==> src/verilog/dspiv_regs.vh <==
`ifndef DSPIV_REGS_VH
`define DSPIV_REGS_VH

// ----------------------------------------
// Register byte offsets
// ----------------------------------------
`define DSPIV_OFS_FLAGS     12'h000
`define DSPIV_OFS_MASK      12'h004
`define DSPIV_OFS_DMACTL    12'h008
`define DSPIV_OFS_STATUS    12'h00C
`define DSPIV_OFS_SWTRAP    12'h010

// ----------------------------------------
// Reset values
// ----------------------------------------
`define DSPIV_RST_FLAGS     16'h0000
`define DSPIV_RST_MASK      16'h0000
`define DSPIV_RST_DMACTL    16'h0000

// ----------------------------------------
// Flag and mask bit positions
// ----------------------------------------
`define DSPIV_BIT_EXT0      0
`define DSPIV_BIT_EXT1      1
`define DSPIV_BIT_EXT2      2
`define DSPIV_BIT_TIM0      3
`define DSPIV_BIT_SER0RX    4
`define DSPIV_BIT_SER0TX    5
`define DSPIV_BIT_SHARED6   6
`define DSPIV_BIT_SHARED7   7
`define DSPIV_BIT_EXT3      8
`define DSPIV_BIT_HOST      9
`define DSPIV_BIT_SHARED10  10
`define DSPIV_BIT_SHARED11  11
`define DSPIV_BIT_DMA4      12
`define DSPIV_BIT_DMA5      13
`define DSPIV_NUM_SRC       14
`define DSPIV_LIVE_BITS     16'h3FFF

// ----------------------------------------
// DMA control selection bits
// ----------------------------------------
`define DSPIV_DSEL_CH0      0
`define DSPIV_DSEL_CH1      1
`define DSPIV_DSEL_CH2      2
`define DSPIV_DSEL_CH3      3

// ----------------------------------------
// Trap numbers and vector spacing
// ----------------------------------------
`define DSPIV_TRAP_RESET    5'd0
`define DSPIV_TRAP_NMI      5'd1
`define DSPIV_TRAP_SW_LO    5'd2
`define DSPIV_TRAP_SW_HI    5'd15
`define DSPIV_TRAP_MASK_LO  5'd16
`define DSPIV_TRAP_MASK_HI  5'd29
`define DSPIV_VEC_SHIFT     2

`endif

==> src/verilog/dspiv_flag_cell.v <==
`timescale 1ns/1ns

module dspiv_flag_cell (
	// Clock and reset
	input  wire pclk,
	input  wire presetn,
	// Control
	input  wire set_i,
	input  wire clr_i,
	// State
	output reg  flag_q
);

	// ----------------------------------------
	// Sticky flag, set wins
	// ----------------------------------------
	always @(posedge pclk or negedge presetn) begin
		if (!presetn) begin
			flag_q <= 1'b0;
		end else if (set_i) begin
			flag_q <= 1'b1;
		end else if (clr_i) begin
			flag_q <= 1'b0;
		end
	end

endmodule // dspiv_flag_cell

==> src/verilog/dspiv_prio_enc.v <==
`timescale 1ns/1ns

module dspiv_prio_enc #(
	parameter N  = 14,
	parameter IW = 4
) (
	// Requests
	input  wire [N-1:0]  req_i,
	// Winner
	output reg           valid_o,
	output reg  [IW-1:0] idx_o
);

	integer i;

	// ----------------------------------------
	// Lowest index wins
	// ----------------------------------------
	always @* begin
		valid_o = 1'b0;
		idx_o   = {IW{1'b0}};
		for (i = N - 1; i >= 0; i = i - 1) begin
			if (req_i[i]) begin
				valid_o = 1'b1;
				idx_o   = i[IW-1:0];
			end
		end
	end

endmodule // dspiv_prio_enc

==> src/verilog/dspiv_top.v <==
// How it works
// - vector location is four times trap number; 2-15 unprioritised, 30-31 reserved.
// - reset is trap 0 at 00 priority 1; NMI trap 1 at 04 priority 2.
// - external request zero: trap 16, location 40, priority 3, bit 0.
// - external request one: trap 17, location 44, priority 4, bit 1.
// - external request two: trap 18, location 48, priority 5, bit 2.
// - timer zero: trap 19, location 4C, priority 6, bit 3.
// - serial zero receive: trap 20, location 50, priority 7, bit 4.
// - serial zero transmit: trap 21, location 54, priority 8, bit 5.
// - trap 22 bit 6 reserved, or DMA channel 0 when selected.
// - trap 23 bit 7 timer one, or DMA channel 1 when selected.
// - external request three: trap 24, location 60, priority 11, bit 8.
// - host port request: trap 25, location 64, priority 12, bit 9.
// - trap 26 bit 10 serial one receive, or DMA channel 2.
// - trap 27 bit 11 serial one transmit, or DMA channel 3.
// - DMA channel 4: trap 28, location 70, priority 15, bit 12.
// - DMA channel 5: trap 29, location 74, priority 16, bit 13.
// - flag and mask bits 15-14 reserved, no source.
// - flag and mask registers share one bit layout.
// - DMA select register sits directly in the register map.
//
// Added by the designer: the APB slave port and the register addresses.
`timescale 1ns/1ns
`include "dspiv_regs.vh"

module dspiv_top (
	// Clock and reset
	input  wire        pclk,
	input  wire        presetn,
	// APB slave
	input  wire        psel,
	input  wire        penable,
	input  wire        pwrite,
	input  wire [11:0] paddr,
	input  wire [31:0] pwdata,
	output wire        pready,
	output reg  [31:0] prdata,
	output reg         pslverr,
	// Peripheral requests
	input  wire        nmi_request,
	input  wire        external_request_zero,
	input  wire        external_request_one,
	input  wire        external_request_two,
	input  wire        external_request_three,
	input  wire        timer_zero_request,
	input  wire        timer_one_request,
	input  wire        serial_zero_receive_request,
	input  wire        serial_zero_transmit_request,
	input  wire        serial_one_receive_request,
	input  wire        serial_one_transmit_request,
	input  wire        host_port_request,
	input  wire        dma_chan_zero_request,
	input  wire        dma_chan_one_request,
	input  wire        dma_chan_two_request,
	input  wire        dma_chan_three_request,
	input  wire        dma_chan_four_request,
	input  wire        dma_chan_five_request,
	// Core side
	output reg         core_int_req,
	output reg  [4:0]  core_int_trap,
	output reg  [6:0]  core_int_vector,
	input  wire        core_int_ack
);

	// ----------------------------------------
	// Declarations
	// ----------------------------------------
	localparam NSRC = `DSPIV_NUM_SRC;

	reg  [15:0]     dma_priority_enable_control;
	reg             reset_pend_q;
	reg             nmi_pend_q;
	reg             sw_pend_q;
	reg  [4:0]      sw_trap_q;
	reg             nmi_prev_q;
	reg  [4:0]      sel_trap_d;
	reg             sel_valid_d;
	reg  [31:0]     rdata_d;
	wire [NSRC-1:0] src_evt;
	wire [NSRC-1:0] sw_set;
	wire [NSRC-1:0] sw_clr;
	wire [NSRC-1:0] ack_clr;
	wire [NSRC-1:0] flag_bits;
	reg  [15:0]     interrupt_enable_mask;
	wire [15:0]     interrupt_pending_flags;
	wire [NSRC-1:0] pending_live;
	wire            win_valid;
	wire [3:0]      win_idx;
	wire            wr_en;
	wire            setup;
	wire            map_hit;
	wire            nmi_edge;
	wire            ack_take;
	wire [4:0]      sw_k;

	// ----------------------------------------
	// APB decode
	// ----------------------------------------
	assign pready = 1'b1;
	assign setup  = psel & ~penable;
	assign wr_en  = psel & penable & pwrite;
	assign map_hit = (paddr == `DSPIV_OFS_FLAGS)  | (paddr == `DSPIV_OFS_MASK) |
	                 (paddr == `DSPIV_OFS_DMACTL) | (paddr == `DSPIV_OFS_STATUS) |
	                 (paddr == `DSPIV_OFS_SWTRAP);
	assign sw_k    = pwdata[4:0];

	// ----------------------------------------
	// Source selection per bit
	// ----------------------------------------
	assign src_evt[`DSPIV_BIT_EXT0]     = external_request_zero;
	assign src_evt[`DSPIV_BIT_EXT1]     = external_request_one;
	assign src_evt[`DSPIV_BIT_EXT2]     = external_request_two;
	assign src_evt[`DSPIV_BIT_TIM0]     = timer_zero_request;
	assign src_evt[`DSPIV_BIT_SER0RX]   = serial_zero_receive_request;
	assign src_evt[`DSPIV_BIT_SER0TX]   = serial_zero_transmit_request;
	assign src_evt[`DSPIV_BIT_SHARED6]  =
		dma_priority_enable_control[`DSPIV_DSEL_CH0] & dma_chan_zero_request;
	assign src_evt[`DSPIV_BIT_SHARED7]  =
		dma_priority_enable_control[`DSPIV_DSEL_CH1] ? dma_chan_one_request
		                                             : timer_one_request;
	assign src_evt[`DSPIV_BIT_EXT3]     = external_request_three;
	assign src_evt[`DSPIV_BIT_HOST]     = host_port_request;
	assign src_evt[`DSPIV_BIT_SHARED10] =
		dma_priority_enable_control[`DSPIV_DSEL_CH2] ? dma_chan_two_request
		                                             : serial_one_receive_request;
	assign src_evt[`DSPIV_BIT_SHARED11] =
		dma_priority_enable_control[`DSPIV_DSEL_CH3] ? dma_chan_three_request
		                                             : serial_one_transmit_request;
	assign src_evt[`DSPIV_BIT_DMA4]     = dma_chan_four_request;
	assign src_evt[`DSPIV_BIT_DMA5]     = dma_chan_five_request;

	// ----------------------------------------
	// Flag cells
	// ----------------------------------------
	assign ack_take = core_int_ack & core_int_req;

	genvar g;
	generate
		for (g = 0; g < NSRC; g = g + 1) begin : g_flag
			localparam integer KG = `DSPIV_TRAP_MASK_LO + g;
			// Software trap write raises the matching flag
			assign sw_set[g]  = wr_en & (paddr == `DSPIV_OFS_SWTRAP) &
			                    (sw_k == KG[4:0]);
			// Write one to clear
			assign sw_clr[g]  = wr_en & (paddr == `DSPIV_OFS_FLAGS) & pwdata[g];
			assign ack_clr[g] = ack_take & (core_int_trap == KG[4:0]);
			dspiv_flag_cell u_flag (
				.pclk    (pclk),
				.presetn (presetn),
				.set_i   (src_evt[g] | sw_set[g]),
				.clr_i   (sw_clr[g] | ack_clr[g]),
				.flag_q  (flag_bits[g])
			);
		end
	endgenerate

	assign interrupt_pending_flags = {2'b00, flag_bits};

	// ----------------------------------------
	// Mask and DMA select registers
	// ----------------------------------------
	always @(posedge pclk or negedge presetn) begin
		if (!presetn) begin
			interrupt_enable_mask       <= `DSPIV_RST_MASK;
			dma_priority_enable_control <= `DSPIV_RST_DMACTL;
		end else if (wr_en) begin
			if (paddr == `DSPIV_OFS_MASK) begin
				interrupt_enable_mask <= pwdata[15:0] & `DSPIV_LIVE_BITS;
			end
			if (paddr == `DSPIV_OFS_DMACTL) begin
				dma_priority_enable_control <= pwdata[15:0];
			end
		end
	end

	// ----------------------------------------
	// Reset, NMI and software traps
	// ----------------------------------------
	assign nmi_edge = nmi_request & ~nmi_prev_q;

	always @(posedge pclk or negedge presetn) begin
		if (!presetn) begin
			reset_pend_q <= 1'b1;
			nmi_pend_q   <= 1'b0;
			nmi_prev_q   <= 1'b0;
			sw_pend_q    <= 1'b0;
			sw_trap_q    <= 5'd0;
		end else begin
			nmi_prev_q <= nmi_request;
			if (wr_en & (paddr == `DSPIV_OFS_SWTRAP) & (sw_k == `DSPIV_TRAP_RESET)) begin
				reset_pend_q <= 1'b1;
			end else if (ack_take & (core_int_trap == `DSPIV_TRAP_RESET)) begin
				reset_pend_q <= 1'b0;
			end
			if (nmi_edge |
			    (wr_en & (paddr == `DSPIV_OFS_SWTRAP) & (sw_k == `DSPIV_TRAP_NMI))) begin
				nmi_pend_q <= 1'b1;
			end else if (ack_take & (core_int_trap == `DSPIV_TRAP_NMI)) begin
				nmi_pend_q <= 1'b0;
			end
			if (wr_en & (paddr == `DSPIV_OFS_SWTRAP) & ~sw_pend_q &
			    (sw_k >= `DSPIV_TRAP_SW_LO) & (sw_k <= `DSPIV_TRAP_SW_HI)) begin
				sw_pend_q <= 1'b1;
				sw_trap_q <= sw_k;
			end else if (ack_take & sw_pend_q & (core_int_trap == sw_trap_q)) begin
				sw_pend_q <= 1'b0;
			end
		end
	end

	// ----------------------------------------
	// Arbitration
	// ----------------------------------------
	assign pending_live = flag_bits & interrupt_enable_mask[NSRC-1:0];

	dspiv_prio_enc #(
		.N  (NSRC),
		.IW (4)
	) u_enc (
		.req_i   (pending_live),
		.valid_o (win_valid),
		.idx_o   (win_idx)
	);

	always @* begin
		sel_valid_d = 1'b1;
		sel_trap_d  = `DSPIV_TRAP_RESET;
		if (reset_pend_q) begin
			sel_trap_d = `DSPIV_TRAP_RESET;
		end else if (nmi_pend_q) begin
			sel_trap_d = `DSPIV_TRAP_NMI;
		end else if (sw_pend_q) begin
			sel_trap_d = sw_trap_q;
		end else if (win_valid) begin
			sel_trap_d = `DSPIV_TRAP_MASK_LO + {1'b0, win_idx};
		end else begin
			sel_valid_d = 1'b0;
		end
	end

	// ----------------------------------------
	// Core presentation
	// ----------------------------------------
	always @(posedge pclk or negedge presetn) begin
		if (!presetn) begin
			core_int_req    <= 1'b0;
			core_int_trap   <= 5'd0;
			core_int_vector <= 7'h00;
		end else begin
			// One idle cycle after an acknowledge lets the flag clear settle
			core_int_req    <= sel_valid_d & ~ack_take;
			core_int_trap   <= sel_trap_d;
			core_int_vector <= {sel_trap_d, {`DSPIV_VEC_SHIFT{1'b0}}};
		end
	end

	// ----------------------------------------
	// Read mux
	// ----------------------------------------
	always @* begin
		rdata_d = 32'h0000_0000;
		case (paddr)
			`DSPIV_OFS_FLAGS:  rdata_d = {16'h0000, interrupt_pending_flags};
			`DSPIV_OFS_MASK:   rdata_d = {16'h0000, interrupt_enable_mask};
			`DSPIV_OFS_DMACTL: rdata_d = {16'h0000, dma_priority_enable_control};
			`DSPIV_OFS_STATUS: rdata_d = {16'h0000, reset_pend_q, nmi_pend_q, sw_pend_q,
			                              core_int_req, 7'h00, sel_trap_d};
			`DSPIV_OFS_SWTRAP: rdata_d = {24'h000000, sw_pend_q, 2'b00, sw_trap_q};
			default:           rdata_d = 32'h0000_0000;
		endcase
	end

	always @(posedge pclk or negedge presetn) begin
		if (!presetn) begin
			prdata  <= 32'h0000_0000;
			pslverr <= 1'b0;
		end else if (setup) begin
			prdata  <= pwrite ? 32'h0000_0000 : rdata_d;
			pslverr <= ~map_hit;
		end
	end

endmodule // dspiv_top
==> config.mk <==
export PLATFORM = sky130hd
export DESIGN_NAME = dspiv_top
export DESIGN_NICKNAME = d
export VERILOG_FILES = /design/src/verilog/dspiv_flag_cell.v /design/src/verilog/dspiv_prio_enc.v /design/src/verilog/dspiv_top.v
export VERILOG_INCLUDE_DIRS = /design/src /design/src/verilog
export SDC_FILE = /design/constraint.sdc
export NUM_CORES = 1
export LEC_CHECK = 0
export ABC_AREA = 1
export BUFFER_PORTS_ARGS = -buffer_cell sky130_fd_sc_hd__buf_2
export CAP_MARGIN = 20
export CORE_ASPECT_RATIO = 0.6
export CORE_MARGIN = 1
export CORE_UTILIZATION = 31
export CTS_CLUSTER_DIAMETER = 150
export DETAILED_ROUTE_END_ITERATION = 16
export PLACE_DENSITY = 0.57
export SLEW_MARGIN = 20
export SYNTH_ARGS = -nofsm -noshare
export SYNTH_HDL_FRONTEND = slang
export SYNTH_SLANG_ARGS = --single-unit
==> constraint.sdc <==
create_clock -name pclk -period 2.05 [get_ports pclk]
set_input_delay 0.41 -clock pclk [delete_from_list [all_inputs] [get_ports pclk]]
set_output_delay 0.41 -clock pclk [all_outputs]
set_load 0.01 [all_outputs]
==> results of run 1 <==
-- cells in the final DEF (no fill, tap or decap), drive strengths merged, types with 2 or more instances in the layout --
cell type,instances
a211oi,2
a21oi,22
a221oi,9
a22o,9
a31oi,2
buf,114
clkbuf,10
clkinv,5
clkinvlp,2
conb,19
dfrtp,75
inv,70
mux2,2
mux2i,2
nand2,134
nand3,21
nand3b,2
nor2,48
nor3,12
nor4,6
o211ai,4
o21ai,51
o21bai,2
o221ai,3
o22ai,5
o311ai,4
o31ai,2
-- through the flow --
| stage | cells | hold WS (ps) | utilization | power, mW |
|---|---|---|---|---|
| finish | 814 | 33.6 | 0.401 | 4.08 |
| global route | 814 | 66.2 | 0.401 | 4.26 |
| CTS | 814 | 51.1 | 0.401 | 4.10 |
| detailed placement | 798 | 412 | 0.377 | 2.48 |
| global placement | 798 | 406 | 0.377 | 2.48 |
| floorplan | 547 | 114 | - | 2.15 |
-- cell families after synthesis --
| logic type | after synthesis | synth area share |
|---|---|---|
| AO/OA/AOI/OAI | 118 | 0.176 |
| buffers and inverters | 105 | 0.117 |
| flip-flops | 76 | 0.459 |
| multiplexers | 4 | 0.0103 |
| other | 2 | 0.00181 |
| AND/OR/NAND/NOR | 225 | 0.236 |
-- power groups by stage --
stage / Combinational [mW] / Sequential, mW / Clock (mW)
2_1_floorplan: 0.433 / 1.71 / 0
3_3_place_gp: 0.752 / 1.72 / 0
3_5_place_dp: 0.757 / 1.72 / 0
4_1_cts: 0.761 / 1.70 / 1.64
5_1_grt: 0.841 / 1.71 / 1.71
6_report: 0.770 / 1.70 / 1.61
-- final cells by class --
cell class / count / area (sq um) / area share
Clock buffer: 10 / 239 / 0.0461
Clock inverter: 6 / 63.8 / 0.0123
Inverter: 72 / 270 / 0.0521
Multi-Input combinational cell: 366 / 1820 / 0.351
Sequential cell: 76 / 1900 / 0.367
Tap cell: 170 / 213 / 0.0410
Timing Repair Buffer: 114 / 673 / 0.130
-- sequential cells by signal, summed over array words and instances (netlist names) --
register and count:
core_int_req 1, core_int_vector 5, dma_priority_enable_control 16, g_flag.u_flag.flag_q 14
interrupt_enable_mask 14, nmi_pend_q 1, nmi_prev_q 1, prdata 16
pslverr 1, reset_pend_q 1, sw_pend_q 1, sw_trap_q 5
-- worst max-delay path by stage --
stage	depth (start not counted)	from	end
floorplan	11	paddr[1]	prdata[13]
global placement	10	paddr[11]	g_flag[12].u_flag.flag_q
detailed placement	12	paddr[5]	prdata[3]
CTS	9	g_flag[9].u_flag.flag_q	prdata[2]
global route	13	interrupt_enable_mask[8]	prdata[4]
finish	9	interrupt_enable_mask[8]	prdata[2]
-- metal layers --
metal  routed length (microns)  vias to the layer above  part of all wire
met4                       129                        0            0.0091
li1                          -                     1933                 -
met1                      7210                     1943              0.51
met3                      1570                       15              0.11
met5                         0                        -                 0
met2                      5210                      214              0.37
==> results.txt, run 1 <==
- Area post-placement: around 0.0049 sq mm
- Clock tree sinks: 76
- The cell area that synthesis handed to floorplanning was 0.00415 sq mm.
* Endpoint of the worst-slack reg-to-reg timing path: prdata[2]
* Maximum number of pins on one net before global-route repair: 38
* Number of antenna-violating nets in the routed design: 0
- The run finished with clean final reports.
- Slowest cell on the critical path: dfrtp_1
- Counting flops with a built-in enable in the synthesized netlist gives 0.
- For this block, the initial DRC count from the detailed router was 423.
- Initial antenna violation count: 0
- Core Region: 0.0129 sq mm
* Layer carrying the most global-route usage: met1
- The largest total area in the synthesized netlist belongs to dfrtp_1.
- The repair_antennas step left the layout with diodes totalling 0.
- Of the total power, the share spent switching nets is 0.313.
- In this design, the critical path's most frequently occurring cell is nand2_1.
* Maximum buffer depth of the clock tree: 2
- Global-route track usage on met3: 0.0578
- Number of buffers created by CTS: 9
- The number of global-route vias before repair was 3879.
* Worst path required time: 2330 ps
- In this run, synthesis produced a sequential element count of 76.
- Worst IR drop on VDD: 0.000384 V
* Proportion of layout cells with a drive suffix above 1: 0.236
- Final TNS setup: 0 ps
- Delay of the slowest critical-path stage: 410 ps
* DRT Wirelength: roughly 14 mm
- In this run the static leakage power is 2.64 nW.
- Synthesized netlist cell count: 530
- Worst Reg-to-Reg Cells: 9
* Routing usage on met1: 0.351
* Clock tree root buffer cell: clkbuf_16
* Primary FF master, synth: dfrtp_1
- Clock tree from TritonCTS: done
* Critical register-to-register path startpoint: interrupt_enable_mask[8]
- The final count of pins violating max slew is 0.
- Detailed placement ended at an HPWL of 11.4 mm.
* Remaining DRCs: 0
- Type of the setup path with the least slack: flip-flop to flip-flop
* Clock H-tree levels: 3
- Sequential power share: 0.416
- Headroom to the max-slew limit came out at 0.563.
- The congestion estimate from routability-driven global placement came to roughly 0.94.
- Sorting the synthesized cells by how often they occur yields nand2_1, dfrtp_1, inv_1, nor2_1, o21ai_0.
- In this run the worst path has a maximum fanout of 3.
- CTS-repair resized insts: 0
* Final-report hold violation count: 0
- The share of the Yosys chip area taken by registers is 0.459.
- Setup repair after global routing left no endpoint under its margin.
- The first global-routing pass estimated 21.9 mm of wire.
- For this run, the number of Yosys warnings is 0.
- Die W: 151 microns
* Min cycle time layout: 1820 ps
- Clock share of power: 0.395
* Total number of vias: 4105
- At the pin with the least slew margin, the transition time is 655 ps.
- In the finished design, the share of the clock period the worst path needs comes to 0.886.
- Top cells by area, synth: dfrtp_1, nand2_1, inv_1
* Initial DRT Pass Iterations: 5
* Number of max-cap violations: 0
- The number of hold buffers added after CTS was 0.
- The floorplan has 32 rows.
* Setup slack after layout: approximately 230 ps
- Critical Path Sink Type: flip-flop
- In the routed layout, each cell is associated on average with a via count of around 5.0.
* Mean instance size in the synthesized netlist: 7.83 sq um
- Synth cell types: 41
* Final Net Count: 707
- Path category of the worst min-delay check: input port to async pin
- Largest delay contributor family on the critical path: simple AND/OR/NAND/NOR gates
- Setup violations remaining at the end of the flow were counted as 0.
* Total global routing overflow: 0
- Number of filler instances in the final layout: 1345
- Clock network latency to the later pin of the worst-skew pair: 340 ps
- Across every metal layer, demand over resource in global routing totals 0.217.
- Minimum setup slack after placement: -41.4 ps
* Post-CTS setup-driven buffer insertion count: 0
* Top Ports: 115
- Internal Power: 2.81 mW
* Clock skew after layout: ~5.8 ps
- Met2 global-route usage: 0.275
- Together, buffers and inverters on the worst path number 1.
- Area of all placed cells without fillers: around 0.0052 sq mm
- Cells along the critical path: nand2_1 -> nand2_1 -> clkinv_1 -> nand3_1 -> o21ai_1 -> a21oi_1 -> or3_1 -> o21ai_0 -> a22o_1
* Synth async-reset ratio: 1.00
- Of the total power, combinational logic draws 0.189.
* Area share of the largest cell type after synthesis: 0.452
* Kind of start point of the critical path: flip-flop
- Summed over all nets, the switching power comes to about 1.3 mW.
- Static timing analysis puts the maximum clock frequency at 0.550 GHz.
* Initial Utilization: 0.321
- Power Density: 787 mW/mm^2
- Buffers on Ports: 79
* Arrival time reported for the critical path endpoint: ~2100 ps
* Clock transition at the registers of the reported paths: roughly 60 ps
- Internal reg-to-reg setup slack: roughly 230 ps
- From bottom edge to top edge, the die measures 91.6 microns.
* Synth-to-layout area growth: 25.0%
- After detailed routing, the average wire length per cell comes to 17.4 microns.
- Count leader, synth: nand2_1
- Die ar.: 0.0139 sq mm
Power figures use the tool's default switching activity.
==> inputs of run 2 (changes only) <==
- PLACE_DENSITY: 0.57 -> unset
==> run 2 against run 1 <==
Net effect: worst setup slack got worse by 42 ps; register-to-register slack got worse by 40 ps; clock power increased by 7%.
==> results.txt, run 2 (synthesis results as in run 1) <==
* Core Region: 0.0129 sq mm (unchanged)
- Number of max-cap violations: 0 (unchanged)
- Clock share of power: 0.411 (+0.016)
- The pin count of the biggest net entering global routing is 43 (+13%).
- Critical Path Sink Type: flip-flop
- Delay of the slowest critical-path stage: 400 ps (about the same)
* Number of buffers created by CTS: 9 (unchanged)
* Result of the run: completed
* Endpoint of the worst-slack reg-to-reg timing path: prdata[2]
* Minimum setup slack after placement: -23.9 ps (+17.5 ps)
- Cells along the critical path: nand2_1 -> nand2_1 -> clkinv_1 -> nand3_1 -> o21ai_1 -> a21oi_1 -> or3_1 -> o21ai_0 -> a22o_1
- The maximum buffer depth of the clock tree came to 2 (unchanged).
- The post-CTS clock slew at the launch and capture registers of the worst setup and hold paths is 60 ps (about the same).
- Top Ports: 115 (unchanged)
- The signal arrival time at the worst endpoint came to 2130 ps (+30 ps).
* Hold buffer count at cts: 0 (unchanged)
- Final standard cell utilization of the core: 0.398 (-0.00281)
- The number of sinks driven by the clock tree is 76 (unchanged).
- The total stage count of the critical path was 9 (unchanged).
* Sum of net half-perimeters after detailed placement: 11.5 mm (+0.99%)
- The net switching power was 1.29 mW (+0.89%).
- The vertical die dimension came to 91.6 microns (unchanged).
- From synthesis to final layout, the design area changed by 24.1%.
- The slowest stage of the critical path is the dfrtp_1 cell.
* Die ar.: 0.0139 sq mm (unchanged)
- The worst setup path is launched from a flip-flop.
- Combinational power share: 0.189 (about the same)
- The tree is rooted in a clkbuf_16.
- Slew margin rel.: 0.611 (+0.0480)
- Among the stages of the critical path, the cell type that occurs most often is nand2_1.
- Final-report hold violation count: 0 (unchanged)
* Sequential power share: 0.400 (-0.016)
- Internal Power: 2.93 mW (+4.4%)
- Worst Reg-to-Reg Cells: 9 (unchanged)
* Buffers on Ports: 79 (unchanged)
- CTS-repair resized insts: 0 (unchanged)
* Maximum fanout along the worst path: 3 (unchanged)
- The proportion of total power due to net switching came to 0.305 (-0.00726).
* Gr usage total: 0.220 (+0.00374)
- The number of detailed-routing iterations run before antenna repair was 5 (unchanged).
- The total buffers and inverters traversed by the critical path was 1 (unchanged).
- Total chip power: 4.22 mW (+3.3%)
- TritonCTS built the clock tree.
- The maximum clock rate came to 0.538 GHz (-2.3%).
- Tightest Pin Transition: 583 ps (-71.9 ps)
- Following the worst setup path forward leads to its endpoint at prdata[2].
- The worst hold path belongs to the class input port to async pin.
- The cell family contributing the most delay on the critical path is compound AO/OA/AOI/OAI gates.
- Power Density: 819 mW/mm^2 (+4.0%)
- The count of fill cells added during filler insertion was 1366 (+1.6%).
- Routability congestion estimate from global placement: 0.946 (+0.41%)
- Leaving out fill and tap cells, the most frequent cells in the layout are nand2_1, buf_2, dfrtp_1.
- Final Net Count: 700 (-0.99%)
- Worst IR drop on VDD: 0.000405 V (+5.4%)
- Setup repair after global routing left no endpoint under its margin.
- In the final layout, the registers with the most flip-flops are dma_priority_enable_control: 16 flops, prdata: 16 flops.
- The total setup buffers inserted after CTS was 0 (unchanged).
* Leakage power: 2.62 nW (-0.79%)
* Min cycle time layout: 1860 ps (+42.0 ps)
- The share of the cycle needed by the critical path after routing was 0.907 (+0.0205).
- DRT Wirelength: 14.5 mm (+3.0%)
* Beginning of the critical path: interrupt_enable_mask[8]
- Proportion of layout cells with a drive suffix above 1: 0.224 (-0.0115)
* Critical register-to-register path startpoint: interrupt_enable_mask[8]
- Total number of vias: 4064 (-1.0%)
- Vias in the first global route: 3857 (-0.57%)
* Number of antenna-violating nets in the routed design: 0 (unchanged)
- The worst setup slack after layout came to 191 ps (-42.0 ps).
* Number of pins exceeding their max-slew limit in the final report: 0 (unchanged)
- The effective utilization at floorplan is 0.321 (unchanged).
* Type of the setup path with the least slack: flip-flop to flip-flop
* Initial antenna violation count: 0 (unchanged)
* Clock network latency to the later pin of the worst-skew pair: 340 ps (about the same)
* Num rows: 32 (unchanged)
- The required time at the worst-slack endpoint is 2320 ps (about the same).
- Internal reg-to-reg setup slack: 190 ps (-40 ps)
- Finish-stage setup viols: 0 (unchanged)
- The remaining global-route overflow came to 0 (unchanged).
* Number of diodes added for antenna fixing: 0 (unchanged)
- The via density per instance is 5.04 (-0.14%).
- Die W: 151 microns (unchanged)
- Per-cell routed wire length: 18.0 microns (+3.9%)
- Most common cell after layout, fill and taps aside: nand2_1
- Detailed Route Iter0 Violations: 397 (-6.1%)
* Clock H-tree levels: 3 (unchanged)
- The final clock skew came to 5.38 ps (-0.386 ps).
- Remaining DRCs: 0 (unchanged)
- First-pass GRT wire length: 22.2 mm (+1.6%)
[run 2: per-layer routing]
| layer | up-vias | track usage | routed length [microns] |
|---|---|---|---|
| li1 | 1931 | - | - |
| met1 | 1918 | 0.359 | 7500 |
| met2 | 202 | 0.282 | 5420 |
| met3 | 13 | 0.0523 | 1490 |
| met4 | 0 | 0.0475 | 140 |
| met5 | - | 0 | 0 |
[run 2: how the worst min path moves through the flow]
stage                 start           end  slack [ps]  depth (start not counted)
floorplan           presetn  core_int_req         110                          0
finish              presetn    prdata[13]          30                          1
global placement    presetn    prdata[12]         410                          1
CTS                 presetn     prdata[5]          50                          1
global route        presetn    prdata[13]          60                          1
detailed placement  presetn    prdata[13]         410                          1
[run 2: power by group through the flow]
stage | sequential (mW) | clock (mW) | combinational (mW)
after floorplan | 1.71 | 0 | 0.433
after global placement | 1.71 | 0 | 0.797
after detailed placement | 1.71 | 0 | 0.791
after CTS | 1.69 | 1.77 | 0.793
after global routing | 1.70 | 1.83 | 0.874
final | 1.69 | 1.73 | 0.798
[run 2: cell type report]
type,count,area (sq um),area share
Inverter,72,270,0.0525
Sequential cell,76,1900,0.370
Timing Repair Buffer,107,621,0.121
Tap cell,170,213,0.0413
Clock inverter,4,72.6,0.0141
Multi-Input combinational cell,366,1820,0.354
Clock buffer,12,246,0.0479
[run 2: per-stage QoR]
step	TNS (ps)	hold slack (ps)	cell area, sq um	instances
floorplan	0	114	4210	547
global placement	0	407	4830	791
detailed placement	-30.6	412	4830	791
CTS	0	49.4	5150	807
global route	0	60.8	5150	807
finish	0	27.3	5150	807
